## src/hw/orp_regs.vh

```
// constants for the one-time programmable memory programming sequencer
// Operation
// - program each byte with a low chip-select pulse, 100 us nominal, 95 to 105 us.
// - start the sequence with the address set to the first location.
// - raise core supply to 6.5 V and programming pin to 13.0 V first.
// - first pass: one unverified program pulse on every address.
// - second pass: verify each address; failing byte gets up to 10 pulses, each verified.
// - byte still failing after 10 extra pulses: stop and report device failed.
// - advance to next address once the byte verifies, until all are checked.
// - then programming pin low, core supply 5.0 V, read and compare every byte.
// - identification mode while the id address line is held at 11.5 to 12.5 V.
`ifndef ORP_REGS_VH
`define ORP_REGS_VH
`define ORP_CLK_MHZ 100
`define ORP_PULSE_US 100
`define ORP_PULSE_CYC (`ORP_PULSE_US * `ORP_CLK_MHZ)
`define ORP_SETUP_US 2
`define ORP_SETUP_CYC (`ORP_SETUP_US * `ORP_CLK_MHZ)
`define ORP_DV_US 1
`define ORP_DV_CYC (`ORP_DV_US * `ORP_CLK_MHZ)
`define ORP_MAX_RETRY 10
`define ORP_MV_VCC_PROG 6500
`define ORP_MV_VPP_PROG 13000
`define ORP_MV_VCC_READ 5000
`define ORP_MV_VID 12000
`endif
```

## src/hw/orp_programmer.v

```verilog
// programmer-side sequencer for a 64k x 8 one-time programmable memory
`timescale 1ns/100ps
`include "orp_regs.vh"
module orp_programmer #(
  parameter AW = 16,
  parameter PULSE_CYC = `ORP_PULSE_CYC,
  parameter SETUP_CYC = `ORP_SETUP_CYC,
  parameter DV_CYC = `ORP_DV_CYC,
  parameter MAX_RETRY = `ORP_MAX_RETRY
) (
  input wire core_clk,
  input wire arst_n,
  input wire start_prog,
  input wire start_id,
  input wire [AW-1:0] last_addr,
  input wire [7:0] src_data,
  output wire [AW-1:0] src_addr,
  output reg busy,
  output reg done,
  output reg pass,
  output reg fail_pulse_q,
  output reg [AW-1:0] fail_addr,
  output reg [7:0] maker_code,
  output reg [7:0] device_code,
  output reg [AW-1:0] mem_addr,
  output reg chip_sel_n,
  output reg out_en_n,
  output reg [7:0] byte_out,
  output reg byte_oe,
  input wire [7:0] byte_outputs,
  output reg [15:0] vcc_mv,
  output reg [15:0] vpp_mv,
  output reg [15:0] id_line_mv
);
  // --------------------------------------------------------------
  // reset and input synchronisers
  // --------------------------------------------------------------
  reg rst_s1_q, rst_n_q;
  always @(posedge core_clk or negedge arst_n) begin
    if (!arst_n) begin
      rst_s1_q <= 1'b0;
      rst_n_q <= 1'b0;
    end else begin
      rst_s1_q <= 1'b1;
      rst_n_q <= rst_s1_q;
    end
  end
  reg [7:0] rd_s1_q, rd_q;
  always @(posedge core_clk or negedge arst_n) begin
    if (!arst_n) begin
      rd_s1_q <= 8'h00;
      rd_q <= 8'h00;
    end else begin
      rd_s1_q <= byte_outputs;
      rd_q <= rd_s1_q;
    end
  end

  // --------------------------------------------------------------
  // sequencer
  // --------------------------------------------------------------
  localparam S_IDLE = 4'h0, S_RAMP = 4'h1, S_P1_SET = 4'h2, S_P1_PULSE = 4'h3,
    S_VF_SET = 4'h4, S_VF_RD = 4'h5, S_VF_PULSE = 4'h6, S_LOWER = 4'h7,
    S_RB_RD = 4'h8, S_ID_SET = 4'h9, S_ID_RD = 4'ha, S_END = 4'hb;
  reg [3:0] st_q;
  reg [31:0] tmr_q;
  reg [3:0] retry_q;
  reg pass_q;
  assign src_addr = mem_addr;

  function [31:0] lim;
    input [31:0] c;
    begin
      lim = (c == 32'd0) ? 32'd0 : c - 32'd1;
    end
  endfunction

  always @(posedge core_clk or negedge rst_n_q) begin
    if (!rst_n_q) begin
      st_q <= S_IDLE;
      tmr_q <= 32'd0;
      retry_q <= 4'h0;
      busy <= 1'b0;
      done <= 1'b0;
      pass <= 1'b0;
      pass_q <= 1'b0;
      fail_pulse_q <= 1'b0;
      fail_addr <= {AW{1'b0}};
      maker_code <= 8'h00;
      device_code <= 8'h00;
      mem_addr <= {AW{1'b0}};
      chip_sel_n <= 1'b1;
      out_en_n <= 1'b1;
      byte_out <= 8'h00;
      byte_oe <= 1'b0;
      vcc_mv <= 16'h0000;
      vpp_mv <= 16'h0000;
      id_line_mv <= 16'h0000;
    end else begin
      fail_pulse_q <= 1'b0;
      tmr_q <= tmr_q + 32'd1;
      case (st_q)
        S_IDLE: begin
          tmr_q <= 32'd0;
          if (start_prog) begin
            busy <= 1'b1;
            done <= 1'b0;
            pass <= 1'b0;
            // a failed run leaves the retry count at its limit
            retry_q <= 4'h0;
            mem_addr <= {AW{1'b0}};
            vcc_mv <= 16'd`ORP_MV_VCC_PROG;
            vpp_mv <= 16'd`ORP_MV_VPP_PROG;
            st_q <= S_RAMP;
          end else if (start_id) begin
            busy <= 1'b1;
            done <= 1'b0;
            vcc_mv <= 16'd`ORP_MV_VCC_READ;
            id_line_mv <= 16'd`ORP_MV_VID;
            mem_addr <= {AW{1'b0}};
            st_q <= S_ID_SET;
          end
        end
        // supplies settle before the first pulse
        S_RAMP: if (tmr_q >= lim(SETUP_CYC)) begin
          tmr_q <= 32'd0;
          byte_out <= src_data;
          byte_oe <= 1'b1;
          st_q <= S_P1_SET;
        end
        S_P1_SET: if (tmr_q >= lim(SETUP_CYC)) begin
          tmr_q <= 32'd0;
          chip_sel_n <= 1'b0;
          st_q <= S_P1_PULSE;
        end
        S_P1_PULSE: if (tmr_q >= lim(PULSE_CYC)) begin
          tmr_q <= 32'd0;
          chip_sel_n <= 1'b1;
          if (mem_addr == last_addr) begin
            mem_addr <= {AW{1'b0}};
            byte_oe <= 1'b0;
            st_q <= S_VF_SET;
          end else begin
            mem_addr <= mem_addr + {{(AW-1){1'b0}}, 1'b1};
            st_q <= S_RAMP;
          end
        end
        // data bus released; wait hold time then read
        S_VF_SET: if (tmr_q >= lim(SETUP_CYC)) begin
          tmr_q <= 32'd0;
          chip_sel_n <= 1'b0;
          out_en_n <= 1'b0;
          st_q <= S_VF_RD;
        end
        // two sync stages included in the data-valid wait
        S_VF_RD: if (tmr_q >= lim(DV_CYC) + 32'd2) begin
          tmr_q <= 32'd0;
          chip_sel_n <= 1'b1;
          out_en_n <= 1'b1;
          if (rd_q == src_data) begin
            retry_q <= 4'h0;
            if (mem_addr == last_addr) begin
              vpp_mv <= 16'h0000;
              vcc_mv <= 16'd`ORP_MV_VCC_READ;
              mem_addr <= {AW{1'b0}};
              pass_q <= 1'b1;
              st_q <= S_LOWER;
            end else begin
              mem_addr <= mem_addr + {{(AW-1){1'b0}}, 1'b1};
              st_q <= S_VF_SET;
            end
          end else if (retry_q == MAX_RETRY[3:0]) begin
            fail_addr <= mem_addr;
            fail_pulse_q <= 1'b1;
            vpp_mv <= 16'h0000;
            vcc_mv <= 16'h0000;
            st_q <= S_END;
          end else begin
            retry_q <= retry_q + 4'h1;
            byte_out <= src_data;
            byte_oe <= 1'b1;
            st_q <= S_VF_PULSE;
          end
        end
        // setup then pulse, reuses the timer in one state; the hold follows in S_VF_SET
        S_VF_PULSE: begin
          if (tmr_q == lim(SETUP_CYC)) begin
            chip_sel_n <= 1'b0;
          end
          if (tmr_q == lim(SETUP_CYC) + PULSE_CYC) begin
            chip_sel_n <= 1'b1;
            byte_oe <= 1'b0;
            tmr_q <= 32'd0;
            st_q <= S_VF_SET;
          end
        end
        S_LOWER: if (tmr_q >= lim(SETUP_CYC)) begin
          tmr_q <= 32'd0;
          chip_sel_n <= 1'b0;
          out_en_n <= 1'b0;
          st_q <= S_RB_RD;
        end
        S_RB_RD: if (tmr_q >= lim(DV_CYC) + 32'd2) begin
          tmr_q <= 32'd0;
          chip_sel_n <= 1'b1;
          out_en_n <= 1'b1;
          if (rd_q != src_data) begin
            pass_q <= 1'b0;
            if (pass_q) begin
              fail_addr <= mem_addr;
            end
          end
          if (mem_addr == last_addr) begin
            st_q <= S_END;
          end else begin
            mem_addr <= mem_addr + {{(AW-1){1'b0}}, 1'b1};
            st_q <= S_LOWER;
          end
        end
        S_ID_SET: if (tmr_q >= lim(SETUP_CYC)) begin
          tmr_q <= 32'd0;
          chip_sel_n <= 1'b0;
          out_en_n <= 1'b0;
          st_q <= S_ID_RD;
        end
        S_ID_RD: if (tmr_q >= lim(DV_CYC) + 32'd2) begin
          tmr_q <= 32'd0;
          chip_sel_n <= 1'b1;
          out_en_n <= 1'b1;
          if (mem_addr[0]) begin
            device_code <= rd_q;
            id_line_mv <= 16'h0000;
            pass_q <= 1'b1;
            st_q <= S_END;
          end else begin
            maker_code <= rd_q;
            mem_addr <= {{(AW-1){1'b0}}, 1'b1};
            st_q <= S_ID_SET;
          end
        end
        S_END: begin
          busy <= 1'b0;
          done <= 1'b1;
          pass <= pass_q;
          pass_q <= 1'b0;
          vcc_mv <= 16'h0000;
          vpp_mv <= 16'h0000;
          st_q <= S_IDLE;
        end
        default: st_q <= S_IDLE;
      endcase
    end
  end
endmodule

```

## config.mk

```make
export PLATFORM = sky130hd
export DESIGN_NAME = orp_programmer
export DESIGN_NICKNAME = d
export VERILOG_FILES = /design/src/hw/orp_programmer.v
export VERILOG_INCLUDE_DIRS = /design/src /design/src/hw
export SDC_FILE = /design/constraint.sdc
export NUM_CORES = 1
export LEC_CHECK = 0
export BUFFER_PORTS_ARGS = -buffer_cell sky130_fd_sc_hd__buf_4
export CAP_MARGIN = 40
export CORE_MARGIN = 4
export CORE_UTILIZATION = 45
export CTS_BUF_LIST = sky130_fd_sc_hd__clkbuf_16
export DETAILED_ROUTE_END_ITERATION = 7
export PLACE_DENSITY = 0.75
export RECOVER_POWER = 100
export SYNTH_ARGS = -nofsm -noshare
export SYNTH_HDL_FRONTEND = slang
export SYNTH_SLANG_ARGS = --single-unit
```

## constraint.sdc

```tcl
create_clock -name core_clk -period 4.9 [get_ports core_clk]
set_input_delay 0.735 -clock core_clk [delete_from_list [all_inputs] [get_ports core_clk]]
set_output_delay 0.735 -clock core_clk [all_outputs]
set_load 0.05 [all_outputs]
```

Yosys cells after proc, flatten, opt, wreduce, memory -nomap -nowiden
Index checks and enable logic that the tools add are counted.
Word-level totals
  bits in registers: 170
  logic and storage cells: 217
  input port bits: 36
  output and inout bits: 127
Cells by class
  mux-type cells: 104
  reduce and logical (&&, ||, !) cells: 33
  $lt $le $gt $ge: 3
  equal/unequal tests: 49
  add/sub/neg operators: 3
  bitwise logic cells: 1
Operator list (number)
  $mux W16: 30
  $pmux W32 S5: 1
  $mux W32: 4
  $pmux W16 S3: 2
  $pmux W16 S5: 1
  $mux W4: 19
  $pmux W16 S2: 2
  $ne A2 B2 Y1 const B: 24
  $pmux W4 S11: 1
  $add A32 B1 Y32 const B: 1
  $eq A32 B14 Y1 const B: 1
  $eq A32 B8 Y1 const B: 1
  $ge A32 B14 Y1 const B: 1
  $ge A32 B7 Y1 const B: 1
  $ge A32 B8 Y1 const B: 1
  $mux W8: 4
  $mux W1: 28
  $reduce_and A5 Y1: 5
  $reduce_and A8 Y1: 3
  $eq A4 B4 Y1 const B: 5
  $add A16 B1 Y16 const B: 1
  $eq A16 B16 Y1: 1
  $eq A4 B3 Y1 const B: 4
  $pmux W8 S2: 1
  other kinds (27): 51

Depth between registers and ports, before layout
Gate-level depths: netlist (run 1).
  word-level depth: 5
  gate-level depth with buffers: 9
  mapped depth without buffers: 8

Least setup slack after synthesis (run 1)
OpenSTA, ideal clock, no wires.
  kind: input port to flip-flop
  from: in src_data[1]
  to: reg mem_addr[6]
  cell stages on the path: 7
  data required time: 4779 ps
  data arrival time: 2563 ps
  path slack: 2216 ps
  path buffers: 1
  library setup time: 121 ps
  cells stage by stage: xor2_1 nor4_4 a21oi_1 or4b_1 buf_6 a211o_1 a22o_1
On the way
  longest elaborated chain between the ends: 3
RTL lines
  start: declaration: RTL line orp_programmer.v:16  | input wire [7:0] src_data,
  $eq A8 B8 Y1: RTL line orp_programmer.v:160  | if (rd_q == src_data) begin
  $ne A2 B2 Y1 (no line)
  $reduce_and A9 Y1 (no line)
  end signal: assignment: RTL line orp_programmer.v:144  | mem_addr <= mem_addr + {{(AW-1){1'b0}}, 1'b1};
  end signal: assignment: RTL line orp_programmer.v:165  | mem_addr <= {AW{1'b0}};
  end signal: assignment: RTL line orp_programmer.v:169  | mem_addr <= mem_addr + {{(AW-1){1'b0}}, 1'b1};
  end: declaration: RTL line orp_programmer.v:25  | output reg [AW-1:0] mem_addr,
Every way passes these cells.
A chain may end at the register's enable or synchronous reset.

Worst setup path after layout (run 1)
  from: reg tmr_q[0]
  to: reg byte_out[3]
On the way
  longest elaborated chain between the ends: 3
  elaborated cells on any way between the ends: 5
  those cells by class: 2 x order compare; 2 x eq/ne; 1 x reduce/logical
RTL lines
  start: declaration: RTL line orp_programmer.v:66  | reg [31:0] tmr_q;
  start signal: assignment: RTL line orp_programmer.v:101  | tmr_q <= tmr_q + 32'd1;
  $ge A32 B8 Y1 / $ge A32 B7 Y1 (equally long branches): RTL line orp_programmer.v:125, orp_programmer.v:156
  $ne A2 B2 Y1 (no line)
  $reduce_and A5 Y1 (no line) (*)
  end signal: assignment: RTL line orp_programmer.v:127  | byte_out <= src_data;
  end signal: assignment: RTL line orp_programmer.v:180  | byte_out <= src_data;
  end: declaration: RTL line orp_programmer.v:28  | output reg [7:0] byte_out,
Mark *: on every way between the ends. The rest lies on a longest branch, timed or not.

==> results.md, run 1 <==
* Status: finished with violations
* Failing checks: max-capacitance violations, max-slew violations
* Synth Flop Type: dfrtp_1
* Period utilization at 76.6%
* Iteration-0 DRC Markers at 589
* Number of setup violations in the final report at 0
* Post-synth EDFFs at 0
* Final Skew at 0.00733 ns
* Max Cap Violations at 3
* Max frequency at approximately 0.27 GHz
* RSZ-0062 raised after global routing: false
* VDD IR max at approximately 0.00043 V
* Worst-Margin Slew at roughly 2.4 ns
* Vias at approximately 5,300
* Total gr overflow at 0
* Final core utilization at a little over half
* Final critical-path required period at around 3.8 ns
* Drt pass-1 iters at 5
* Clock buffer depth at 2
* Syn avg cell area at approximately 10 µm²
* Setup Buffers After CTS at 0
* Die width at 132 µm
* Overall die area at between 15,000 and 20,000 µm²
* Clock transition at path regs at 0.06 ns
* Synth warn at 0
* DP Wirelength at ~12 mm
* PostCTS Resize Cnt at 0
* Largest net degree at the start of global routing at 44
* Clk_lat worst skew at approximately 0.42 ns
* Slew HR at -58.3%
* # hold bufs at CTS at 0
* Area of the multi-input gates at ~3200 µm²
* Htree depth at 4
* P_leak at 0.00341 µW
* CTS tree: done
* Area growth syn-to-layout at 14.0%
* Total track usage at a little under a fifth
* HP Class: flop to flop
* Number of remaining DRC errors at 0
* Fin Setup TNS at 0 ns
* Critical path arrival at ~4 ns
* I/O pins at around 160
* Fin nets at between 800 and 900
* CP Class: flop to flop
* First-pass GRT wire length at around 27 mm
* Initial core utilization at between 40% and 50%
* Layout cells sized above 1 at between 15 and 20%
* I/O Buffers at 136
* Initial antenna violation count at 0
* Routed WL at roughly 16 mm
* Slew Limit Fails at between 90 and 100
* Seq cells post-synth at approximately 130
* Register area share after synthesis at 46.0%
* Crit end category: flop
* Ant. Diodes at 0
* Die height at around 130 µm
* Sink Count at ~130
* Hold Slack at roughly 0.35 ns
* Sequential cell area at 3180 µm²
* Post-Synthesis Cell Area at 6920 µm²
* Startpoint types: flop
* Final GP Congestion at 0.878
* Worst EP required at roughly 5.2 ns
* DR WL/cell at about 17 µm
* CP max FO at 9
* P per Cell Area at between 500 and 600 nW/µm²
* Fill count at approximately 1,500
* Mapped Cells at ~670
* Distinct cell type count after synthesis at about 70
* Asr flop ratio synth at 100%
* Root Buffer: clkbuf_16
* Vias in the first global route at ~5,100
* Final ANT Viol Nets at 0
* CTS Buf Count at 17
* Final Hold Viols at 0
* Total core area at 15,100 µm²
* Num rows at 45
* Vias/cell at around 5.4
report_power, final:
| part | switching, µW | leakage (µW) | internal (µW) | total (µW) |
|---|---|---|---|---|
| Clock | 470 | 0.000288 | 795 | 1260 |
| Combinational | 1030 | 0.00145 | 417 | 1450 |
| Sequential | 168 | 0.00167 | 1160 | 1330 |
Yosys cell counts, types with 4 or more instances:
library cell	n	share of area, %
a32o_1	4	0.58
nor2b_1	6	0.54
a22o_1	11	1.4
xor2_1	26	3.3
nand2_1	42	2.3
nand2b_1	14	1.3
inv_1	13	0.71
nor4_1	8	0.72
nor3_1	11	0.80
nor2_1	69	3.7
o21ai_0	19	1.4
o211ai_1	10	1.1
a211oi_1	4	0.43
a211o_1	5	0.63
a21oi_1	15	1.1
clkbuf_1	13	0.71
buf_2	11	0.80
xnor2_1	28	3.5
buf_4	62	6.7
mux2_2	45	7.3
and3_1	7	0.63
ha_1	6	1.1
nand3_1	19	1.4
nand4_1	14	1.3
a31oi_1	4	0.36
dfrtp_1	125	45
o2bb2ai_1	5	0.63
layer usage:
metal,vias up,global-route usage (%),routed length [µm]
met5,-,0,0
met2,212,28.8,7540
met4,0,5.37,211
met1,2527,25.7,7250
li1,2493,-,-
met3,21,5.57,1190
cell usage in the layout, fill, tap and decap left out, types with 8 or more instances in the layout:
master,Yosys,final
dfrtp_1,125,125
clkbuf_1,13,106
nor2_1,69,69
nand2_1,42,42
mux2_2,45,41
buf_4,62,29
xnor2_1,28,28
conb_1,2,27
xor2_1,26,26
o21ai_0,19,19
nand3_1,19,19
clkbuf_16,0,17
a21oi_1,15,15
nand2b_1,14,14
nand4_1,14,14
nor3_1,11,14
inv_1,13,13
a22o_1,11,11
o211ai_1,10,10
nor4_1,8,8
clkbuf_4,0,8
through the flow:
stage          cell area [µm²]  worst slack [ns]  instances  total power [µW]
2_1_floorplan             7020              1.58        697              2600
3_3_place_gp              7730              1.75        937              2910
3_5_place_dp              7760              1.69        939              2940
4_1_cts                   8350              1.86        971              4210
5_1_grt                   7890             0.887        971              4260
6_report                  7890              1.15        971              4050
kinds of logic (layout without fill, tap and decap cells):
| kind of cell | after synthesis | count (layout) | share of synthesized area, % |
|---|---|---|---|
| simple gates | 229 | 229 | 18.0 |
| buf+inv | 102 | 188 | 9.20 |
| mux | 46 | 46 | 7.47 |
| flops | 127 | 127 | 46.0 |
| other cells | 2 | 27 | 0.109 |
| fa+ha+maj | 6 | 6 | 1.08 |
| compound gates | 106 | 106 | 11.4 |
| xor+xnor | 54 | 54 | 6.83 |
path summary, 6_finish.rpt:
path                                  from            end  slack (ns)  cells after the start
worst min register to register  rd_s1_q[5]        rd_q[5]        0.35                      0
worst max register to register    tmr_q[0]    byte_out[3]        1.15                      8
worst max-delay path              tmr_q[0]    byte_out[3]        1.15                      8
worst min-delay path            rd_s1_q[5]        rd_q[5]        0.35                      0
max in group asynchronous          rst_n_q           done        1.65                      1
min in group asynchronous          rst_n_q  maker_code[5]        0.45                      0
state kept, by name, summed over array words and instances (netlist names), 3 cells and up:
signal / count
vcc_mv: 3
maker_code: 8
rd_q: 8
rd_s1_q: 8
fail_addr: 16
byte_out: 8
device_code: 8
retry_q: 4
st_q: 4
mem_addr: 16
tmr_q: 32
area by class of cell:
type	instances	share of cell area [%]
well taps	188	2.98
repair buffers	143	8.56
multi-input cells	468	40.0
flip-flops and latches	127	40.3
clock buffers	17	5.39
clock inverters	15	2.11
inverters	13	0.618
critical path: stages (launching register included):
cell and delay, ns:
dfrtp_1 0.42, inv_1 0.06, ha_1 0.19, nand2b_1 0.08, a2111o_1 0.18, a211o_1 0.28, a31oi_1 0.17, a2111oi_1 1.81
mux2_2 0.45
(Power assumes the default switching activity.)
==> run 2, diff against run 1 <==
Clock period 4.9 ns to 3.82 ns, I/O delays scaled along.
==> results.md, run 2 (synthesized netlist as in run 1, its figures left out) <==
* Period utilization at about 82%
* Total gr overflow at 0
* CP max FO at 16
* Setup Buffers After CTS at 0
* Total core area at 15,100 µm²
* Final Hold Viols at 0
* Most common cell after layout, fill and taps aside: dfrtp_1
* Layout cells sized above 1 at 17.0%
* CP Cell Sequence: nor4_1, nand4_1, a211o_1, nand4_1, clkbuf_1, mux2_2
* Fin nets at just over 800
* Final critical-path required period at 3.13 ns
* DR WL/cell at 16.5 µm
* P_leak at ~0.0034 µW
* Most frequent cells in the layout: 125 x dfrtp_1, 106 x clkbuf_1, 69 x nor2_1
* Final Cell Area at about 7900 µm²
* CP dominant cell by count: nand4_1
* Vias/cell at approximately 5.4
* Slew Limit Fails at 50
* Cell count along the critical path at 6
* Sink Count at roughly 130
* Crit end category: flop
* I/O pins at between 150 and 200
* Critical path arrival at around 3.4 ns
* Vias in the first global route at around 5,100
* Largest net degree at the start of global routing at 50
* Startpoint types: flop
* Area growth syn-to-layout at 13.9%
* Root Buffer: clkbuf_16
* Slew HR at -34.8%
* Overall die area at between 15,000 and 20,000 µm²
* CTS Buf Count at 17
* Final Skew at between 0.01 and 0.015 ns
* Top Registers: tmr_q: 32 flops, fail_addr: 16 flops, mem_addr: 16 flops
* Number of setup violations in the final report at 0
* Ant. Diodes at 0
* Max Cap Violations at 1
* Drt pass-1 iters at 5
* Iteration-0 DRC Markers at roughly 430
* P per Cell Area at about 640 nW/µm²
* Worst EP required at about 4.1 ns
* Die width at approximately 130 µm
* CTS tree: done
* R2r worst-path depth at 6
* Fin Setup TNS at 0 ns
* Final ANT Viol Nets at 0
* Status: finished with violations
* CP delay by family, top: simple AND/OR/NAND/NOR gates
* Final GP Congestion at about 0.9
* I/O Buffers at between 100 and 150
* Worst-Margin Slew at roughly 2 ns
* Sequential cell area at 3180 µm²
* Fill count at around 1,400
* Worst path slowest cell: clkbuf_1
* Num rows at 45
* First-pass GRT wire length at between 20 and 30 mm
* # hold bufs at CTS at 0
* CP peak stage delay at roughly 0.7 ns
* VDD IR max at around 0.00045 V
* Total Power at about 5100 µW
* Htree depth at 4
* Max frequency at approximately 0.32 GHz
* Initial antenna violation count at 0
* HP Class: primary input to flop
* Routed WL at 16.1 mm
* PostCTS Resize Cnt at 0
* Post-Place Cell Area at around 7800 µm²
* DP Wirelength at ~12 mm
* Die height at 132 µm
* Number of remaining DRC errors at 0
* Clock buffer depth at 2
* Initial core utilization at between 40% and 50%
* Failing checks: max-capacitance violations, max-slew violations
* RSZ-0062 raised after global routing: false
* Largest register by flop count: tmr_q
* Total track usage at 18.8%
* Worst path bufs/invs at 1
* Vias at between 5,000 and 6,000
* Clk_lat worst skew at about 0.42 ns
* Hold Path Stages at 1
* Area of the multi-input gates at between 3000 and 4000 µm²
* Clock transition at path regs at approximately 0.06 ns
* Max reg flops at 32
* CP Class: flop to flop
==> run 2: cell count changes in the layout (fill, tap and decap cells not counted), moves of 2 or more <==
cell,change
clkinvlp_4,+2
mux2_1,-4
buf_4,+2
nor3_2,+2
nor3_1,-2
bufinv_16,-2
mux2_2,+4
==> run 2: final cells by class <==
cell class                 instances  area share, %
clock buffer                      17           5.40
multi-input combinational        468           40.3
tap                              188           2.98
timing repair buffer             146           8.83
clock inverter                    15           1.56
sequential                       127           40.3
inverter                          13          0.619
==> run 2: layer usage <==
| metal | GRT usage [%] | up-vias | wire length [µm] |
|---|---|---|---|
| li1 | - | 2500 | - |
| met1 | 25.3 | 2546 | 6990 |
| met2 | 28.8 | 212 | 7340 |
| met3 | 6.26 | 27 | 1470 |
| met4 | 6.01 | 0 | 249 |
| met5 | 0 | - | 0 |
==> run 2: worst paths after layout <==
path / from / end / slack [ns]
worst max-delay path: tmr_q[20] / fail_addr[12] / 0.69
worst min-delay path: byte_outputs[2] / rd_s1_q[2] / 0.28
worst max register to register: tmr_q[20] / fail_addr[12] / 0.69
worst min register to register: rd_s1_q[3] / rd_q[3] / 0.35
max in group asynchronous: rst_n_q / tmr_q[5] / 1.07
min in group asynchronous: arst_n / rd_q[7] / 0.29
==> run 2: stage by stage <==
stage | setup WS [ns] | cells | utilization, % | hold slack [ns]
final | 0.692 | 974 | 52.0 | 0.282
after floorplan | 0.502 | 697 | - | 0.277
after detailed placement | 0.854 | 942 | 51.3 | 0.336
after CTS | 1.00 | 974 | 54.9 | 0.00435
after global routing | 0.463 | 974 | 52.0 | 0.262
after global placement | 0.912 | 942 | 51.3 | 0.332
==> run 2: where the power goes <==
group	leakage (µW)	internal, µW	switching [µW]
logic	0.00146	545	1330
clock network	0.000262	886	599
registers	0.00167	1490	216
==> run 2: worst reg2reg max path: stages, from the launching register on <==
cell	delay (ns)
dfrtp_1	0.43
nor4_1	0.52
nand4_1	0.31
a211o_1	0.46
nand4_1	0.13
clkbuf_1	0.72
mux2_2	0.43
==> run 3, diff against run 2 <==
Clock period 3.82 ns to 3.1 ns, I/O delays scaled along.
==> results.md, run 3 (synthesized netlist as in run 1, its figures left out) <==
* Die height at ~130 µm
* Fin Setup TNS at 0 ns
* Vias in the first global route at just over 5,000
* Max Cap Violations at 0
* Clk_lat worst skew at between 0.4 and 0.5 ns
* Top Registers: tmr_q: 32 flops, fail_addr: 16 flops, mem_addr: 16 flops
* Largest net degree at the start of global routing at 93
* Hold Path Stages at 1
* Most frequent cells in the layout: 125 x dfrtp_1, 106 x clkbuf_1, 69 x nor2_1
* Final critical-path required period at between 2 and 3 ns
* Vias/cell at roughly 5.4
* Iteration-0 DRC Markers at approximately 380
* Final GP Congestion at between 0.9 and 1
* Total Power at between 6000 and 7000 µW
* Total gr overflow at 0
* PostCTS Resize Cnt at 0
* Final Cell Area at between 8000 and 9000 µm²
* Htree depth at 4
* Area growth syn-to-layout at 16.0%
* Final Skew at 0.0118 ns
* Final core utilization at about 53%
* Worst-Margin Slew at around 1.2 ns
* Clock transition at path regs at 0.06 ns
* Hold Slack at ~0.17 ns
* Crit end category: flop
* RSZ-0062 raised after global routing: false
* First-pass GRT wire length at about 26 mm
* Post-Place Cell Area at roughly 8000 µm²
* Die width at approximately 130 µm
* Max reg flops at 32
* VDD IR max at about 0.00056 V
* Final ANT Viol Nets at 0
* Sink Count at about 130
* Critical path arrival at 3.17 ns
* Drt pass-1 iters at 5
* CP Class: flop to flop
* Status: completed
* Initial antenna violation count at 0
* Total core area at 15,100 µm²
* Initial core utilization at between 40% and 50%
* Num rows at 45
* HP Class: primary input to flop
* DP Wirelength at 11.5 mm
* P_leak at ~0.0035 µW
* CTS tree: done
* Clock buffer depth at 2
* Most common cell after layout, fill and taps aside: dfrtp_1
* Total track usage at ~18%
* CTS Buf Count at 17
* Startpoint types: flop
* Routed WL at 16.2 mm
* Vias at 5,337
* R2r worst-path depth at 6
* Overall die area at between 15,000 and 20,000 µm²
* I/O Buffers at between 100 and 150
* Slew Limit Fails at 0
* Number of setup violations in the final report at 0
* Worst EP required at 3.40 ns
* I/O pins at between 150 and 200
* CP max FO at 13
* P per Cell Area at 811 nW/µm²
* Max frequency at 0.349 GHz
* Layout cells sized above 1 at ~18%
* Ant. Diodes at 0
* DR WL/cell at 16.4 µm
* Fin nets at approximately 830
* Slew HR at between 10% and 20%
* Period utilization at between 90% and 100%
* Largest register by flop count: tmr_q
* Final Hold Viols at 0
* Number of remaining DRC errors at 0
* Root Buffer: clkbuf_16
[run 3: final timing paths]
check                                 from             end  slack (ns)
max in group asynchronous          rst_n_q        tmr_q[8]        1.04
hold / removal             byte_outputs[6]      rd_s1_q[6]        0.17
min in group asynchronous          rst_n_q  device_code[7]        0.31
setup / recovery                   st_q[3]       vcc_mv[8]        0.23
setup reg to reg                   st_q[3]       vcc_mv[8]        0.23
hold reg to reg                    rst_n_q  device_code[7]        0.31
[run 3: layout make-up]
| type | instances | area (µm²) |
|---|---|---|
| repair buffers | 157 | 776 |
| clock inverters | 15 | 180 |
| clock buffers | 17 | 425 |
| multi-input cells | 468 | 3180 |
| well taps | 188 | 235 |
| flip-flops and latches | 127 | 3180 |
| inverters | 13 | 48.8 |
| fillers | 1423 | 7120 |
[run 3: through the flow]
| step | setup slack [ns] | std cells |
|---|---|---|
| finish | 0.232 | 985 |
| global route | 0.117 | 985 |
| CTS | 0.372 | 985 |
| detailed placement | 0.386 | 952 |
| global placement | 0.390 | 952 |
| floorplan | 0.489 | 697 |
[run 3: power breakdown]
part | internal (µW) | total, µW | switching, µW
combinational | 699 | 2440 | 1740
clock | 1270 | 2040 | 766
sequential | 1840 | 2040 | 200
[run 3: routing by layer]
| metal | vias to the layer above | GRT usage [%] | share of wire (%) |
|---|---|---|---|
| li1 | 2526 | - | - |
| met1 | 2592 | 24.6 | 43 |
| met2 | 202 | 28.0 | 47 |
| met3 | 17 | 5.92 | 8.5 |
| met4 | 0 | 5.89 | 1.4 |
| met5 | - | 0 | 0 |
[run 3: repair_timing]
action,4_1_cts,5_1_grt
endpoints found under the hold margin,18,0
buffers inserted,0,0
hold buffers,1,0
[run 3: critical path, stage by stage, from the launching register on]
cell	delay, ns
dfrtp_1	0.53
clkbuf_1	0.30
or2_2	0.38
nor3_1	0.55
nor2_1	0.11
a211oi_1	0.50
mux2_2	0.39
